[src/dpld_pkg.sv]
// Package for the dual loop lock detector: constants and carrier types
package dpld_pkg;

    localparam int            UNLOCK_WIN_PERIODS = 2;
    localparam int            LOCK_WIN_PERIODS   = 4;
    localparam int            LOCK_CYCLES        = 3;
    localparam int            ERR_W              = 8;
    localparam int            MIN_PULSE_CYCLES   = 1;
    localparam logic [1:0]    FSEL_REF_IF        = 2'h0;
    localparam logic [1:0]    FSEL_REF_RF        = 2'h1;
    localparam logic [1:0]    FSEL_CMP_IF        = 2'h2;
    localparam logic [1:0]    FSEL_CMP_RF        = 2'h3;

    // Comparator outputs of one section
    typedef struct packed {
        logic up_o;
        logic up_oe;
        logic dn_o;
        logic dn_oe;
    } dpld_pd_type;

    // Edge inputs of one section
    typedef struct packed {
        logic ref_edge;
        logic cmp_edge;
    } dpld_edges_type;

endpackage

[src/dpld_section.sv]
// One section: phase-frequency comparator, error measure and lock qualifier
module dpld_section
    import dpld_pkg::*;
#(
    parameter int ERR_WIDTH = ERR_W
)
(
    input  wire logic           sys_clk,
    input  wire logic           reset,
    input  wire dpld_edges_type edges,
    input  wire logic           active,
    output dpld_pd_type         phase_det_out,
    output logic                locked_or_idle
);
    localparam logic [ERR_WIDTH-1:0] UNLOCK_CNT = ERR_WIDTH'(UNLOCK_WIN_PERIODS);
    localparam logic [ERR_WIDTH-1:0] LOCK_CNT   = ERR_WIDTH'(LOCK_WIN_PERIODS);
    localparam logic [ERR_WIDTH-1:0] ERR_MAX    = {ERR_WIDTH{1'b1}};

    // Elaboration check: the counter must hold the lock window
    if (ERR_WIDTH < 4)
    begin
        $error("ERR_WIDTH too small for lock windows");
    end

    logic                 up_reg;
    logic                 dn_reg;
    logic                 done_reg;
    logic [ERR_WIDTH-1:0] err_reg;
    logic [1:0]           good_reg;
    logic                 lock_reg;
    logic                 oe_reg;
    logic                 up_set;
    logic                 dn_set;
    logic                 both;

    ////////////////////////////////////////////////////////////////////////
    // Tri-state comparator
    // Up and down flags each track one edge, so errors up to a full cycle either way register
    assign up_set = up_reg | edges.ref_edge;
    assign dn_set = dn_reg | edges.cmp_edge;
    assign both   = up_set & dn_set;

    // Minimum pulse width
    // Both flags stay set one cycle before clearing, giving a pulse even at zero error
    always_ff @(posedge sys_clk or posedge reset)
    begin
        if (reset)
        begin
            up_reg <= 1'b0;
            dn_reg <= 1'b0;
        end
        else if (!active || (up_reg & dn_reg))
        begin
            up_reg <= edges.ref_edge & active;
            dn_reg <= edges.cmp_edge & active;
        end
        else
        begin
            up_reg <= up_set;
            dn_reg <= dn_set;
        end
    end

    // Undriven in power saving
    // Enable moves on the edge that clears the flags, so no pulse is ever shown undriven
    always_ff @(posedge sys_clk or posedge reset)
    begin
        if (reset)
            oe_reg <= 1'b0;
        else
            oe_reg <= active;
    end

    always_comb
    begin
        phase_det_out.up_o  = up_reg;
        phase_det_out.dn_o  = dn_reg;
        phase_det_out.up_oe = oe_reg;
        phase_det_out.dn_oe = oe_reg;
    end

    ////////////////////////////////////////////////////////////////////////
    // Error width in oscillator periods
    always_ff @(posedge sys_clk or posedge reset)
    begin
        if (reset)
            err_reg <= '0;
        else if (!active || (up_reg & dn_reg))
            err_reg <= '0;
        else if ((up_reg ^ dn_reg) && err_reg != ERR_MAX)
            err_reg <= err_reg + 1'b1;
    end

    assign done_reg = up_reg & dn_reg;

    ////////////////////////////////////////////////////////////////////////
    // Lock qualifier; power saving counts as locked
    always_ff @(posedge sys_clk or posedge reset)
    begin
        if (reset)
        begin
            good_reg <= 2'h0;
            lock_reg <= 1'b0;
        end
        else if (!active)
        begin
            good_reg <= 2'h0;
            lock_reg <= 1'b0;
        end
        else if ((up_reg ^ dn_reg) && err_reg + 1'b1 >= UNLOCK_CNT && err_reg + 1'b1 > LOCK_CNT)
        begin
            good_reg <= 2'h0;
            lock_reg <= 1'b0;
        end
        else if (done_reg)
        begin
            if (err_reg > LOCK_CNT)
                good_reg <= 2'h0;
            else if (good_reg == 2'(LOCK_CYCLES - 1))
                lock_reg <= 1'b1;
            else
                good_reg <= good_reg + 2'h1;
        end
    end

    assign locked_or_idle = lock_reg | !active;
endmodule

[src/dpld_top.sv]
// Dual loop lock detector top: pin synchronisers, two sections, shared output pin
module dpld_top
(
    input  wire logic                 sys_clk,
    input  wire logic                 reset,
    input  wire logic                 power_save_n,
    input  wire logic                 lockpin_select,
    input  wire logic [1:0]           fout_select,
    input  wire logic                 ref_if,
    input  wire logic                 cmp_if,
    input  wire logic                 ref_rf,
    input  wire logic                 cmp_rf,
    output dpld_pkg::dpld_pd_type     phase_det_out_if,
    output dpld_pkg::dpld_pd_type     phase_det_out_rf,
    output logic                      lock_detect_out
);
    import dpld_pkg::*;

    logic [4:0] sync1_reg;
    logic [4:0] sync2_reg;
    logic [3:0] prev_reg;
    logic       lk_if;
    logic       lk_rf;
    logic       fsel;
    logic       out_reg;
    logic [2:0] sel_sync1_reg;
    logic [2:0] sel_sync2_reg;
    dpld_edges_type e_if;
    dpld_edges_type e_rf;

    ////////////////////////////////////////////////////////////////////////
    // Pins come from outside the clock domain
    always_ff @(posedge sys_clk or posedge reset)
    begin
        if (reset)
        begin
            sync1_reg <= 5'h00;
            sync2_reg <= 5'h00;
            prev_reg  <= 4'h0;
            sel_sync1_reg <= 3'h0;
            sel_sync2_reg <= 3'h0;
        end
        else
        begin
            sync1_reg <= {power_save_n, ref_if, cmp_if, ref_rf, cmp_rf};
            sync2_reg <= sync1_reg;
            prev_reg  <= sync2_reg[3:0];
            // Select bits are static settings; a mixed word while they change only disturbs the pin for a cycle
            sel_sync1_reg <= {lockpin_select, fout_select};
            sel_sync2_reg <= sel_sync1_reg;
        end
    end

    assign e_if = '{ref_edge: sync2_reg[3] & ~prev_reg[3], cmp_edge: sync2_reg[2] & ~prev_reg[2]};
    assign e_rf = '{ref_edge: sync2_reg[1] & ~prev_reg[1], cmp_edge: sync2_reg[0] & ~prev_reg[0]};

    ////////////////////////////////////////////////////////////////////////
    // Power saving while low
    // Both sections share one control; the host cannot idle one section alone this way
    dpld_section u_if
    (
        .sys_clk        (sys_clk),
        .reset          (reset),
        .edges          (e_if),
        .active         (sync2_reg[4]),
        .phase_det_out  (phase_det_out_if),
        .locked_or_idle (lk_if)
    );

    dpld_section u_rf
    (
        .sys_clk        (sys_clk),
        .reset          (reset),
        .edges          (e_rf),
        .active         (sync2_reg[4]),
        .phase_det_out  (phase_det_out_rf),
        .locked_or_idle (lk_rf)
    );

    ////////////////////////////////////////////////////////////////////////
    always_comb
    begin
        case (sel_sync2_reg[1:0])
            FSEL_REF_IF: fsel = sync2_reg[3];
            FSEL_REF_RF: fsel = sync2_reg[1];
            FSEL_CMP_IF: fsel = sync2_reg[2];
            default:     fsel = sync2_reg[0];
        endcase
    end

    always_ff @(posedge sys_clk or posedge reset)
    begin
        if (reset)
            out_reg <= 1'b0;
        else if (!sel_sync2_reg[2])
            out_reg <= lk_if & lk_rf;
        else
            out_reg <= fsel;
    end

    assign lock_detect_out = out_reg;
endmodule

[config.mk]
export PLATFORM = sky130hd
export DESIGN_NAME = dpld_top
export DESIGN_NICKNAME = d
export VERILOG_FILES = /design/src/dpld_pkg.sv /design/src/dpld_section.sv /design/src/dpld_top.sv
export SDC_FILE = /design/constraint.sdc
export NUM_CORES = 1
export LEC_CHECK = 0
export ABC_AREA = 1
export BUFFER_PORTS_ARGS = -buffer_cell sky130_fd_sc_hd__buf_4
export CAP_MARGIN = 20
export CORE_UTILIZATION = 47
export DETAILED_ROUTE_END_ITERATION = 8
export PLACE_DENSITY = 0.74
export SYNTH_ARGS = -nofsm -noshare
export SYNTH_HDL_FRONTEND = slang
export SYNTH_SLANG_ARGS = --single-unit
[constraint.sdc]
create_clock -name sys_clk -period 2.7 [get_ports sys_clk]
set_input_delay 0 -clock sys_clk [delete_from_list [all_inputs] [get_ports sys_clk]]
set_output_delay 0 -clock sys_clk [all_outputs]
set_load 0.01 [all_outputs]
* Word-level counts from Yosys, hierarchy flattened
Cells that the tools add are included.
** Storage, ports and cells
- Register bits after elaboration :: 48
- Input port bits :: 10
- Output and inout port bits :: 9
- Logic and storage cells :: 110
** Cells by class
- Add/subtract/negate cells :: 4
- $lt $le $gt $ge :: 6
- Equal/unequal tests :: 14
- Multiplexer cells :: 30
- Bitwise gates (word level) :: 23
- Reduce and logical (&&, ||, !) cells :: 16
** Operator list (number)
- > comparator 8 x 3 -> 1 bit, second input constant :: 4
- two-way mux 8 bit :: 4
- two-way mux 2 bit :: 10
- adder 8 x 1 -> 8 bit, second input constant :: 2
- >= comparator 8 x 2 -> 1 bit, second input constant :: 2
- inequality test 8 bit, second input constant :: 2
- two-way mux 1 bit :: 15
- inequality test 3 x 1 -> 1 bit, second input constant :: 4
- bitwise AND 1 bit :: 11
- inequality test 4 x 2 -> 1 bit, second input constant :: 2
- == test 2 bit, second input constant :: 3
- logical AND 1 bit :: 6
- inequality test 3 x 2 -> 1 bit, second input constant :: 2
- bitwise OR 1 bit :: 6
- AND reduction 3 bit :: 2
- adder 2 x 1 -> 2 bit, second input constant :: 2
- inverter 1 bit :: 4
- AND reduction 2 bit :: 2
- nonzero test 2 bit :: 2
- case mux 1 bit (3 select lines) :: 1
- == test 2 x 1 -> 1 bit, second input constant :: 1
- zero test 2 bit :: 1
- logical OR 1 bit :: 2
- bitwise XOR 1 bit :: 2
- zero test 1 bit :: 1

* Longest topological paths before layout
Gate-level depths: netlist of the first run.
- Word-level depth :: 6
- Depth in mapped cells :: 11
- Mapped depth without buffers :: 10

* Hierarchy
A second synthesis of the first run with hierarchy kept.
** Second synthesis, totals
- Cells, all modules :: 269
- Area total of the unflattened synthesis :: 2394.8 um^2
** Modules (own cells, without submodules)
- dpld_section (u_if) :: instances 1, cells each 113, area each 905.9 um^2, sequential area each 350.3 um^2
- dpld_section (u_rf) :: instances 1, cells each 115, area each 873.3 um^2, sequential area each 350.3 um^2
- dpld_top :: instances 1, cells each 41, area each 615.6 um^2, sequential area each 525.5 um^2

* Least setup slack after synthesis of the first run
Ideal clock, no wire load.
- Path kind :: register to register
- Start :: reg u_if.err_reg[1]
- End :: reg u_if.err_reg[2]
- Setup time :: 0.121 ns
- Arrival time :: 1.264 ns
- Data required time :: 2.579 ns
- Path slack :: 1.315 ns
- Cell stages (with the launch flop) :: 9
- Path buffers :: 0
- Clock period less this slack :: 1.385 ns
- Path through :: dfrtp_1 ha_1 nand2_1 nor2_1 nand3_1 o21ai_2 inv_2 a21oi_1 nor2_1
** On the way
- Word-level cells in the longest chain between the ends :: 3
- Elaborated cells on any way between the ends :: 6
- Classes of those cells :: add/sub: 1; eq/ne: 1; mux: 2; reduce/logical: 2
** Ends and longest elaborated chain
- start: declaration :: line dpld_section.sv:28 : logic [ERR_WIDTH-1:0] err_reg;
- start signal: assignment :: line dpld_section.sv:91 : err_reg <= err_reg + 1'b1;
- adder 8 x 1 -> 8 bit or inequality test 8 bit (tied branches) :: line dpld_section.sv:91, dpld_section.sv:90
- two-way mux 8 bit or logical AND 1 bit (tied branches) :: line dpld_section.sv:90 : else if ((up_reg ^ dn_reg) && err_reg != ERR_MAX)
- two-way mux 8 bit or nonzero test 2 bit (tied branches)
Parallel ways exist; a longest one is shown, timed or not. The select of a mux whose other input is x is not followed.
A chain may end at the register's enable or synchronous reset.

* Worst setup path in the final report of the first run
- Start :: reg u_if.dn_reg
- End :: reg u_if.err_reg[6]
** On the way
- Word-level cells in the longest chain between the ends :: 3
- Elaborated cells on any way between the ends :: 6
- Classes of those cells :: mux: 1; bitwise: 2; reduce/logical: 3
** Ends and longest elaborated chain
- start: declaration :: line dpld_section.sv:26 : logic dn_reg;
- start signal: assignment :: line dpld_section.sv:55 : dn_reg <= edges.cmp_edge & active;
- start signal: assignment :: line dpld_section.sv:60 : dn_reg <= dn_set;
- bitwise AND 1 bit or bitwise XOR 1 bit (tied branches) :: line dpld_section.sv:88, dpld_section.sv:90
- logical OR 1 bit or logical AND 1 bit (tied branches) :: line dpld_section.sv:88, dpld_section.sv:90
- two-way mux 8 bit or nonzero test 2 bit (tied branches)
Parallel ways exist; a longest one is shown, timed or not.

==> results.sh, run 1 <==
export IMPL_pwr_density_cell_nw_per_um2=558.7
export IMPL_timing_critical_path_cells="ha_1 -> nor2_1 -> nand2_2 -> o22ai_1"
export IMPL_critPathCaptureType="register"
export IMPL_fmax_mhz=613.3
export IMPL_placeableCoreArea_um2=4474
export IMPL_clock_path_buffers=2
export IMPL_syn_inst=250
export IMPL_die_width_um=71.03
export IMPL_average_via_count_per_standard_cell=5.067
export IMPL_max_cap_viol_count=0
export IMPL_worst_path_dominant_cell_family="simple AND/OR/NAND/NOR gates"
export IMPL_timing_max_slew_rel_slack=0.3848
export IMPL_drt_drc_violations_left=0
export IMPL_htree_levels=2
export IMPL_final_cell_mix="sky130_fd_sc_hd__dfrtp_1 (48), sky130_fd_sc_hd__nand2_1 (43), sky130_fd_sc_hd__inv_1 (31)"
export IMPL_regToRegEndpoint="u_if.err_reg[6]"
export IMPL_max_incr_delay_on_cp_ns=0.53
export IMPL_congestion_overflow_gr=0
export IMPL_worstPathBufferInverterCount=0
export IMPL_outcome="complete, no violations"
export IMPL_pre_cts_ws_ns=1.092
export IMPL_post_synth_instance_area_um2=2240
export IMPL_cp_arrival_ns=1.85
export IMPL_fp_dieH_um=71.03
export IMPL_tightestPinTransition_ns=0.9215
export IMPL_tritoncts_clock_tree="yes"
export IMPL_share_of_synthesized_area_occupied_by_flip_flops_and_latches=0.5363
export IMPL_final_layout_size_suffix_gt1_frac=0.1491
export IMPL_layout_min_cycle_time_ns=1.631
export IMPL_routedWlPerCell_um=11.43
export IMPL_synth_register_bits=48
export IMPL_cts_resized_gates=0
export IMPL_synth_warning_count=0
export IMPL_number_of_antenna_violations_at_the_first_check_in_global_routing=0
export IMPL_finalWeightedCongestion=0.8678
export IMPL_grt_pass1_vias=1605
export IMPL_die_area_um2=5045
export IMPL_nFillCells=368
export IMPL_power_leakage_nw=1.182
export IMPL_cp_start_kind="register"
export IMPL_skew_ns=0.004946
export IMPL_post_cts_setup_buffers=0
export IMPL_synth_avg_cell_area_um2=8.959
export IMPL_ios=19
export IMPL_number_of_placement_rows=24
export IMPL_grt_util_all_layers=0.1731
export IMPL_finalInstanceArea_um2=2572
export IMPL_finalNetCount=292
export IMPL_min_delay_start="cmp_if"
export IMPL_timing_final_max_slew_violations=0
export IMPL_clk_transition_reported_paths_ns=0.09
export IMPL_worst_skew_pair_later_pin_latency_ns=0.30
export IMPL_grt_setup_unrepaired="no"
export IMPL_min_to="sync1_reg[2]"
export IMPL_setup_slack_ns=1.069
export IMPL_layout_commonest_cell="sky130_fd_sc_hd__dfrtp_1"
export IMPL_worst_reg2reg_path_depth=4
export IMPL_criticalPathCategory="register to register"
export IMPL_finalSetupViolations=0
export IMPL_max_vdd_ir_drop_uv=542.4
export IMPL_clock_root_buffer="sky130_fd_sc_hd__clkbuf_8"
export IMPL_worst_hold_path_type="primary input to register"
export IMPL_synth_fp_nets=268
export IMPL_io_buffers=18
export IMPL_hold_ws_ns=0.3473
export IMPL_timing_final_crit_share=0.6039
export IMPL_drt_pass1_iterations=6
export IMPL_area_of_combinational_cells_with_multiple_inputs_um2=838.3
export IMPL_ff_latch_area_um2=1201
export IMPL_grt_start_max_net_pins=49
export IMPL_antenna_cells_inserted=0
export IMPL_floorplan_initialDensity=0.5006
export IMPL_grt_pass1_wl_um=6686
export IMPL_finalWirelength_um=3739
export IMPL_placed_area_um2=2367
export IMPL_final_setup_tns_ns=0
export IMPL_yosysUniqueCellTypes=28
export IMPL_maximum_fanout_along_the_worst_path=11
export IMPL_cts_sink_count=48
export IMPL_worst_hold_path_num_cells=2
export IMPL_reg2reg_setup_slack_ns=1.07
export IMPL_slowest_stage="sky130_fd_sc_hd__nor2_1"
export IMPL_syn2layout_area_growth_pct=14.86
export IMPL_hpwlAfterDp_um=2700
export IMPL_cp_data_required_time_ns=2.92
export IMPL_number_of_vias_after_detailed_routing=1657
export IMPL_detailedRoute_firstIterationViolations=66
export IMPL_timing_rr_start="u_if.dn_reg"
export IMPL_finalHoldViolCount=0
export IMPL_fin_util=0.5749
export IMPL_numCtsBuffers=5
export IMPL_final_antenna_net_count=0
==> worst max path at each step <==
stage	from	to	slack, ns	depth (start not counted)
after floorplan	u_if.err_reg[1]	u_if.err_reg[2]	1.31	8
after global placement	u_if.err_reg[1]	u_if.err_reg[2]	1.13	8
after global routing	u_if.dn_reg	u_if.err_reg[0]	0.86	4
after CTS	u_if.dn_reg	u_if.err_reg[6]	1.08	4
final	u_if.dn_reg	u_if.err_reg[6]	1.07	4
after detailed placement	u_if.dn_reg	u_if.err_reg[6]	1.09	4
==> layer usage <==
metal,vias up,part of all wire,global-route usage
met4,0,0.016,0.06667
met5,-,0,0
met3,5,0.044,0.04274
li1,852,-,-
met2,42,0.48,0.2938
met1,758,0.46,0.2144
==> metrics by stage <==
stage	cells	power, mW
global route	327	1.503
CTS	327	1.455
detailed placement	310	0.9253
global placement	310	0.9226
floorplan	250	0.8860
finish	327	1.437
==> power breakdown <==
| part | switching [mW] | internal, mW | total (mW) |
|---|---|---|---|
| logic | 0.0854 | 0.0587 | 0.144 |
| clock network | 0.239 | 0.279 | 0.518 |
| registers | 0.0237 | 0.751 | 0.775 |
| total | 0.348 | 1.09 | 1.44 |
==> final cells by class <==
| type | instances | share of cell area |
|---|---|---|
| Clock buffer | 5 | 0.02675 |
| Sequential cell | 48 | 0.4669 |
| Tap cell | 52 | 0.02529 |
| Inverter | 34 | 0.04961 |
| Clock inverter | 3 | 0.01800 |
| Multi-Input combinational cell | 158 | 0.3259 |
| Timing Repair Buffer | 27 | 0.08755 |
==> cells in the mapped netlist <==
cell	number	area [um2]
sky130_fd_sc_hd__dfrtp_1	48	1201
sky130_fd_sc_hd__nand2_1	43	161.4
sky130_fd_sc_hd__inv_1	32	120.1
sky130_fd_sc_hd__nand3_1	28	140.1
sky130_fd_sc_hd__nor2_1	21	78.83
sky130_fd_sc_hd__o21ai_1	13	65.06
sky130_fd_sc_hd__o21ai_0	10	50.05
sky130_fd_sc_hd__buf_4	9	67.56
sky130_fd_sc_hd__ha_1	8	100.1
sky130_fd_sc_hd__a21oi_1	5	25.02
sky130_fd_sc_hd__nand4_1	5	31.28
sky130_fd_sc_hd__nand2_2	4	25.02
sky130_fd_sc_hd__inv_2	2	7.510
sky130_fd_sc_hd__nand3_2	2	20.02
sky130_fd_sc_hd__nor2_2	2	12.51
sky130_fd_sc_hd__o211ai_1	2	15.01
sky130_fd_sc_hd__o21bai_1	2	15.01
sky130_fd_sc_hd__o22ai_1	2	12.51
sky130_fd_sc_hd__o31ai_1	2	15.01
sky130_fd_sc_hd__xor2_1	2	17.52
sky130_fd_sc_hd__a31o_2	1	8.760
sky130_fd_sc_hd__buf_2	1	5.000
sky130_fd_sc_hd__nand3b_1	1	7.510
sky130_fd_sc_hd__nor2_4	1	11.26
sky130_fd_sc_hd__nor3_1	1	5.000
sky130_fd_sc_hd__o21ai_2	1	8.760
sky130_fd_sc_hd__or2_0	1	6.260
sky130_fd_sc_hd__or2_2	1	6.260
==> logic make-up (layout without fill, tap and decap cells) <==
group / Yosys count / in the layout / share of synthesized area
buf+inv: 44 / 69 / 0.08938
fa+ha+maj: 8 / 8 / 0.04469
flops: 48 / 48 / 0.5363
simple gates: 110 / 110 / 0.2257
compound gates: 38 / 38 / 0.09608
xor+xnor: 2 / 2 / 0.007823
==> what timing repair did <==
item | 4_1_cts | 5_1_grt
hold buffers | 9 | 0
endpoints found under the setup margin | 0 | 0
endpoints found under the hold margin | 56 | 0
Note: power is estimated with default switching activity, not from simulation.
==> run 2, diff against run 1 <==
--- a/config.mk
+++ b/config.mk
@@ -10,7 +10,7 @@
 export CAP_MARGIN = 20
 export CORE_UTILIZATION = 47
 export DETAILED_ROUTE_END_ITERATION = 8
-export PLACE_DENSITY = 0.74
+export PLACE_DENSITY = 0.77
 export SYNTH_ARGS = -nofsm -noshare
 export SYNTH_HDL_FRONTEND = slang
 export SYNTH_SLANG_ARGS = --single-unit
==> constraint.sdc (replaced) <==
create_clock -name sys_clk -period 1.4 [get_ports sys_clk]
set_input_delay 0 -clock sys_clk [delete_from_list [all_inputs] [get_ports sys_clk]]
set_output_delay 0 -clock sys_clk [all_outputs]
set_load 0.01 [all_outputs]
==> run 2 against run 1 <==
Compared with the run above: the flow now finishes with violations (DRC, setup timing); sequential power up 94%; global-route usage increased by 2.6 points; worst setup slack got worse by 1.2 ns; register-to-register slack got worse by 1.2 ns; clock skew is 0.0055 ns higher; fmax is 3.4% higher; first-iteration DRC count is 30% higher; critical path type unchanged; highest routed layer unchanged.
==> results.sh, run 2 (synthesized netlist as in run 1, its figures left out) <==
export IMPL_worst_hold_path_type="primary input to async pin"
export IMPL_congestion_overflow_gr=0
export IMPL_tritoncts_clock_tree="yes"
export IMPL_placeableCoreArea_um2=4474
export IMPL_outcome="finished, violations left"
export IMPL_average_via_count_per_standard_cell=5.246
export IMPL_numCtsBuffers=5
export IMPL_grt_pass1_vias=1739
export IMPL_tightestPinTransition_ns=0.3242
export IMPL_cts_sink_count=48
export IMPL_skew_ns=0.01045
export IMPL_antenna_cells_inserted=0
export IMPL_finalWirelength_um=4899
export IMPL_violations_in_the_final_reports="DRC, setup timing"
export IMPL_clock_root_buffer="sky130_fd_sc_hd__clkbuf_8"
export IMPL_finalWeightedCongestion=0.9382
export IMPL_clock_path_buffers=2
export IMPL_hpwlAfterDp_um=3159
export IMPL_detailedRoute_firstIterationViolations=86
export IMPL_floorplan_initialDensity=0.5006
export IMPL_drt_pass1_iterations=6
export IMPL_power_leakage_nw=1.319
export IMPL_final_cell_mix="sky130_fd_sc_hd__dfrtp_1 (48), sky130_fd_sc_hd__buf_4 (39), sky130_fd_sc_hd__nand2_1 (38)"
export IMPL_number_of_placement_rows=24
export IMPL_criticalPathCategory="register to register"
export IMPL_finalSetupViolations=19
export IMPL_die_area_um2=5045
export IMPL_final_antenna_net_count=0
export IMPL_clk_transition_reported_paths_ns=0.10
export IMPL_grt_pass1_wl_um=7603
export IMPL_routedWlPerCell_um=13.88
export IMPL_met2_usage=0.3397
export IMPL_layout_min_cycle_time_ns=1.577
export IMPL_grt_use_met3=0.03419
export IMPL_number_of_vias_after_detailed_routing=1852
export IMPL_htree_levels=2
export IMPL_grt_util_all_layers=0.1995
export IMPL_finalHoldViolCount=0
export IMPL_max_cap_viol_count=0
export IMPL_io_buffers=18
export IMPL_nFillCells=318
export IMPL_global_route_usage_met1=0.2462
export IMPL_critPathCaptureType="register"
export IMPL_cp_start_kind="register"
export IMPL_die_width_um=71.03
export IMPL_timing_max_slew_rel_slack=0.7816
export IMPL_grt_start_max_net_pins=49
export IMPL_maximum_fanout_along_the_worst_path=3
export IMPL_timing_final_crit_share=1.126
export IMPL_timing_final_max_slew_violations=0
export IMPL_max_vdd_ir_drop_uv=776.6
export IMPL_final_layout_size_suffix_gt1_frac=0.2857
export IMPL_global_route_peak_usage_layer="met2"
export IMPL_drt_drc_violations_left=1
export IMPL_worst_skew_pair_later_pin_latency_ns=0.31
export IMPL_grt_setup_unrepaired="yes"
export IMPL_cp_arrival_ns=1.79
export IMPL_finalNetCount=318
export IMPL_final_cell_count_no_fill=353
export IMPL_place_inst=331
export IMPL_syn2layout_area_growth_pct=28.38
export IMPL_number_of_antenna_violations_at_the_first_check_in_global_routing=0
export IMPL_ios=19
export IMPL_pwr_density_cell_nw_per_um2=985.1
export IMPL_layout_commonest_cell="sky130_fd_sc_hd__dfrtp_1"
export IMPL_cp_data_required_time_ns=1.61
export IMPL_setup_slack_ns=-0.1769
export IMPL_fmax_mhz=634.1
export IMPL_fp_dieH_um=71.03
export IMPL_fin_util=0.6426
-- run 2: critical path, stage by stage (launching register included) --
cell and delay, ns:
sky130_fd_sc_hd__dfrtp_1 0.44, sky130_fd_sc_hd__ha_4 0.20, sky130_fd_sc_hd__buf_4 0.13, sky130_fd_sc_hd__or2_0 0.22
sky130_fd_sc_hd__nand3_1 0.10, sky130_fd_sc_hd__nor2_1 0.05, sky130_fd_sc_hd__nand3_1 0.09, sky130_fd_sc_hd__nand2_1 0.07
sky130_fd_sc_hd__nand2_2 0.11, sky130_fd_sc_hd__nor2_1 0.05
-- run 2: final timing paths --
| kind | slack, ns | end | from | depth (start not counted) |
|---|---|---|---|---|
| max | -0.18 | u_rf.lock_reg | u_rf.err_reg[1] | 9 |
| min | 0.27 | u_if.err_reg[2] | reset | 4 |
| max reg2reg | -0.18 | u_rf.lock_reg | u_rf.err_reg[1] | 9 |
| min reg2reg | 0.36 | sel_sync2_reg[1] | sel_sync1_reg[1] | 0 |
| max in group asynchronous | 0.91 | u_rf.err_reg[0] | reset | 4 |
| min in group sys_clk | 0.33 | sel_sync1_reg[2] | lockpin_select | 2 |
-- run 2: timing repair --
| action | in CTS | in global routing |
|---|---|---|
| resized for setup | 24 | 10 |
| pin swaps | 4 | 9 |
| cloned | 0 | 0 |
| hold endpoints to repair | 56 | 0 |
| setup endpoints to repair | 22 | 21 |
| hold buffers | 9 | 0 |
| buffers inserted | 1 | 4 |
-- run 2: metrics by stage --
step	power [mW]	cell area [um2]	hold WS [ns]	TNS (ns)	worst slack (ns)
3_3_place_gp	1.865	2537	0.06097	-0.4478	-0.07464
3_5_place_dp	1.882	2537	0.07184	-1.208	-0.08937
4_1_cts	2.827	2824	0.2799	-0.6731	-0.06413
6_report	2.832	2875	0.2729	-1.463	-0.1769
5_1_grt	2.938	2875	0.2922	-3.701	-0.2643
2_1_floorplan	1.709	2240	0.03143	0	0.01498
-- run 2: routing by layer --
metal  wire length, um  vias to the layer above
li1                  -                      908
met1              2038                      873
met2              2530                       63
met3               259                        8
met4                70                        0
met5                 0                        -
-- run 2: layout make-up --
type	instances	area, um2	area share
clock buffers	5	68.82	0.02393
clock inverters	3	26.28	0.009138
inverters	34	127.6	0.04439
multi-input cells	158	938.4	0.3264
flip-flops and latches	48	1201	0.4178
well taps	52	65.06	0.02263
repair buffers	53	447.9	0.1558
-- run 2: report_power, final --
group          total, mW  switching [mW]  internal (mW)
clock network      0.870           0.503          0.368
logic              0.461           0.241          0.220
registers           1.50          0.0525           1.45
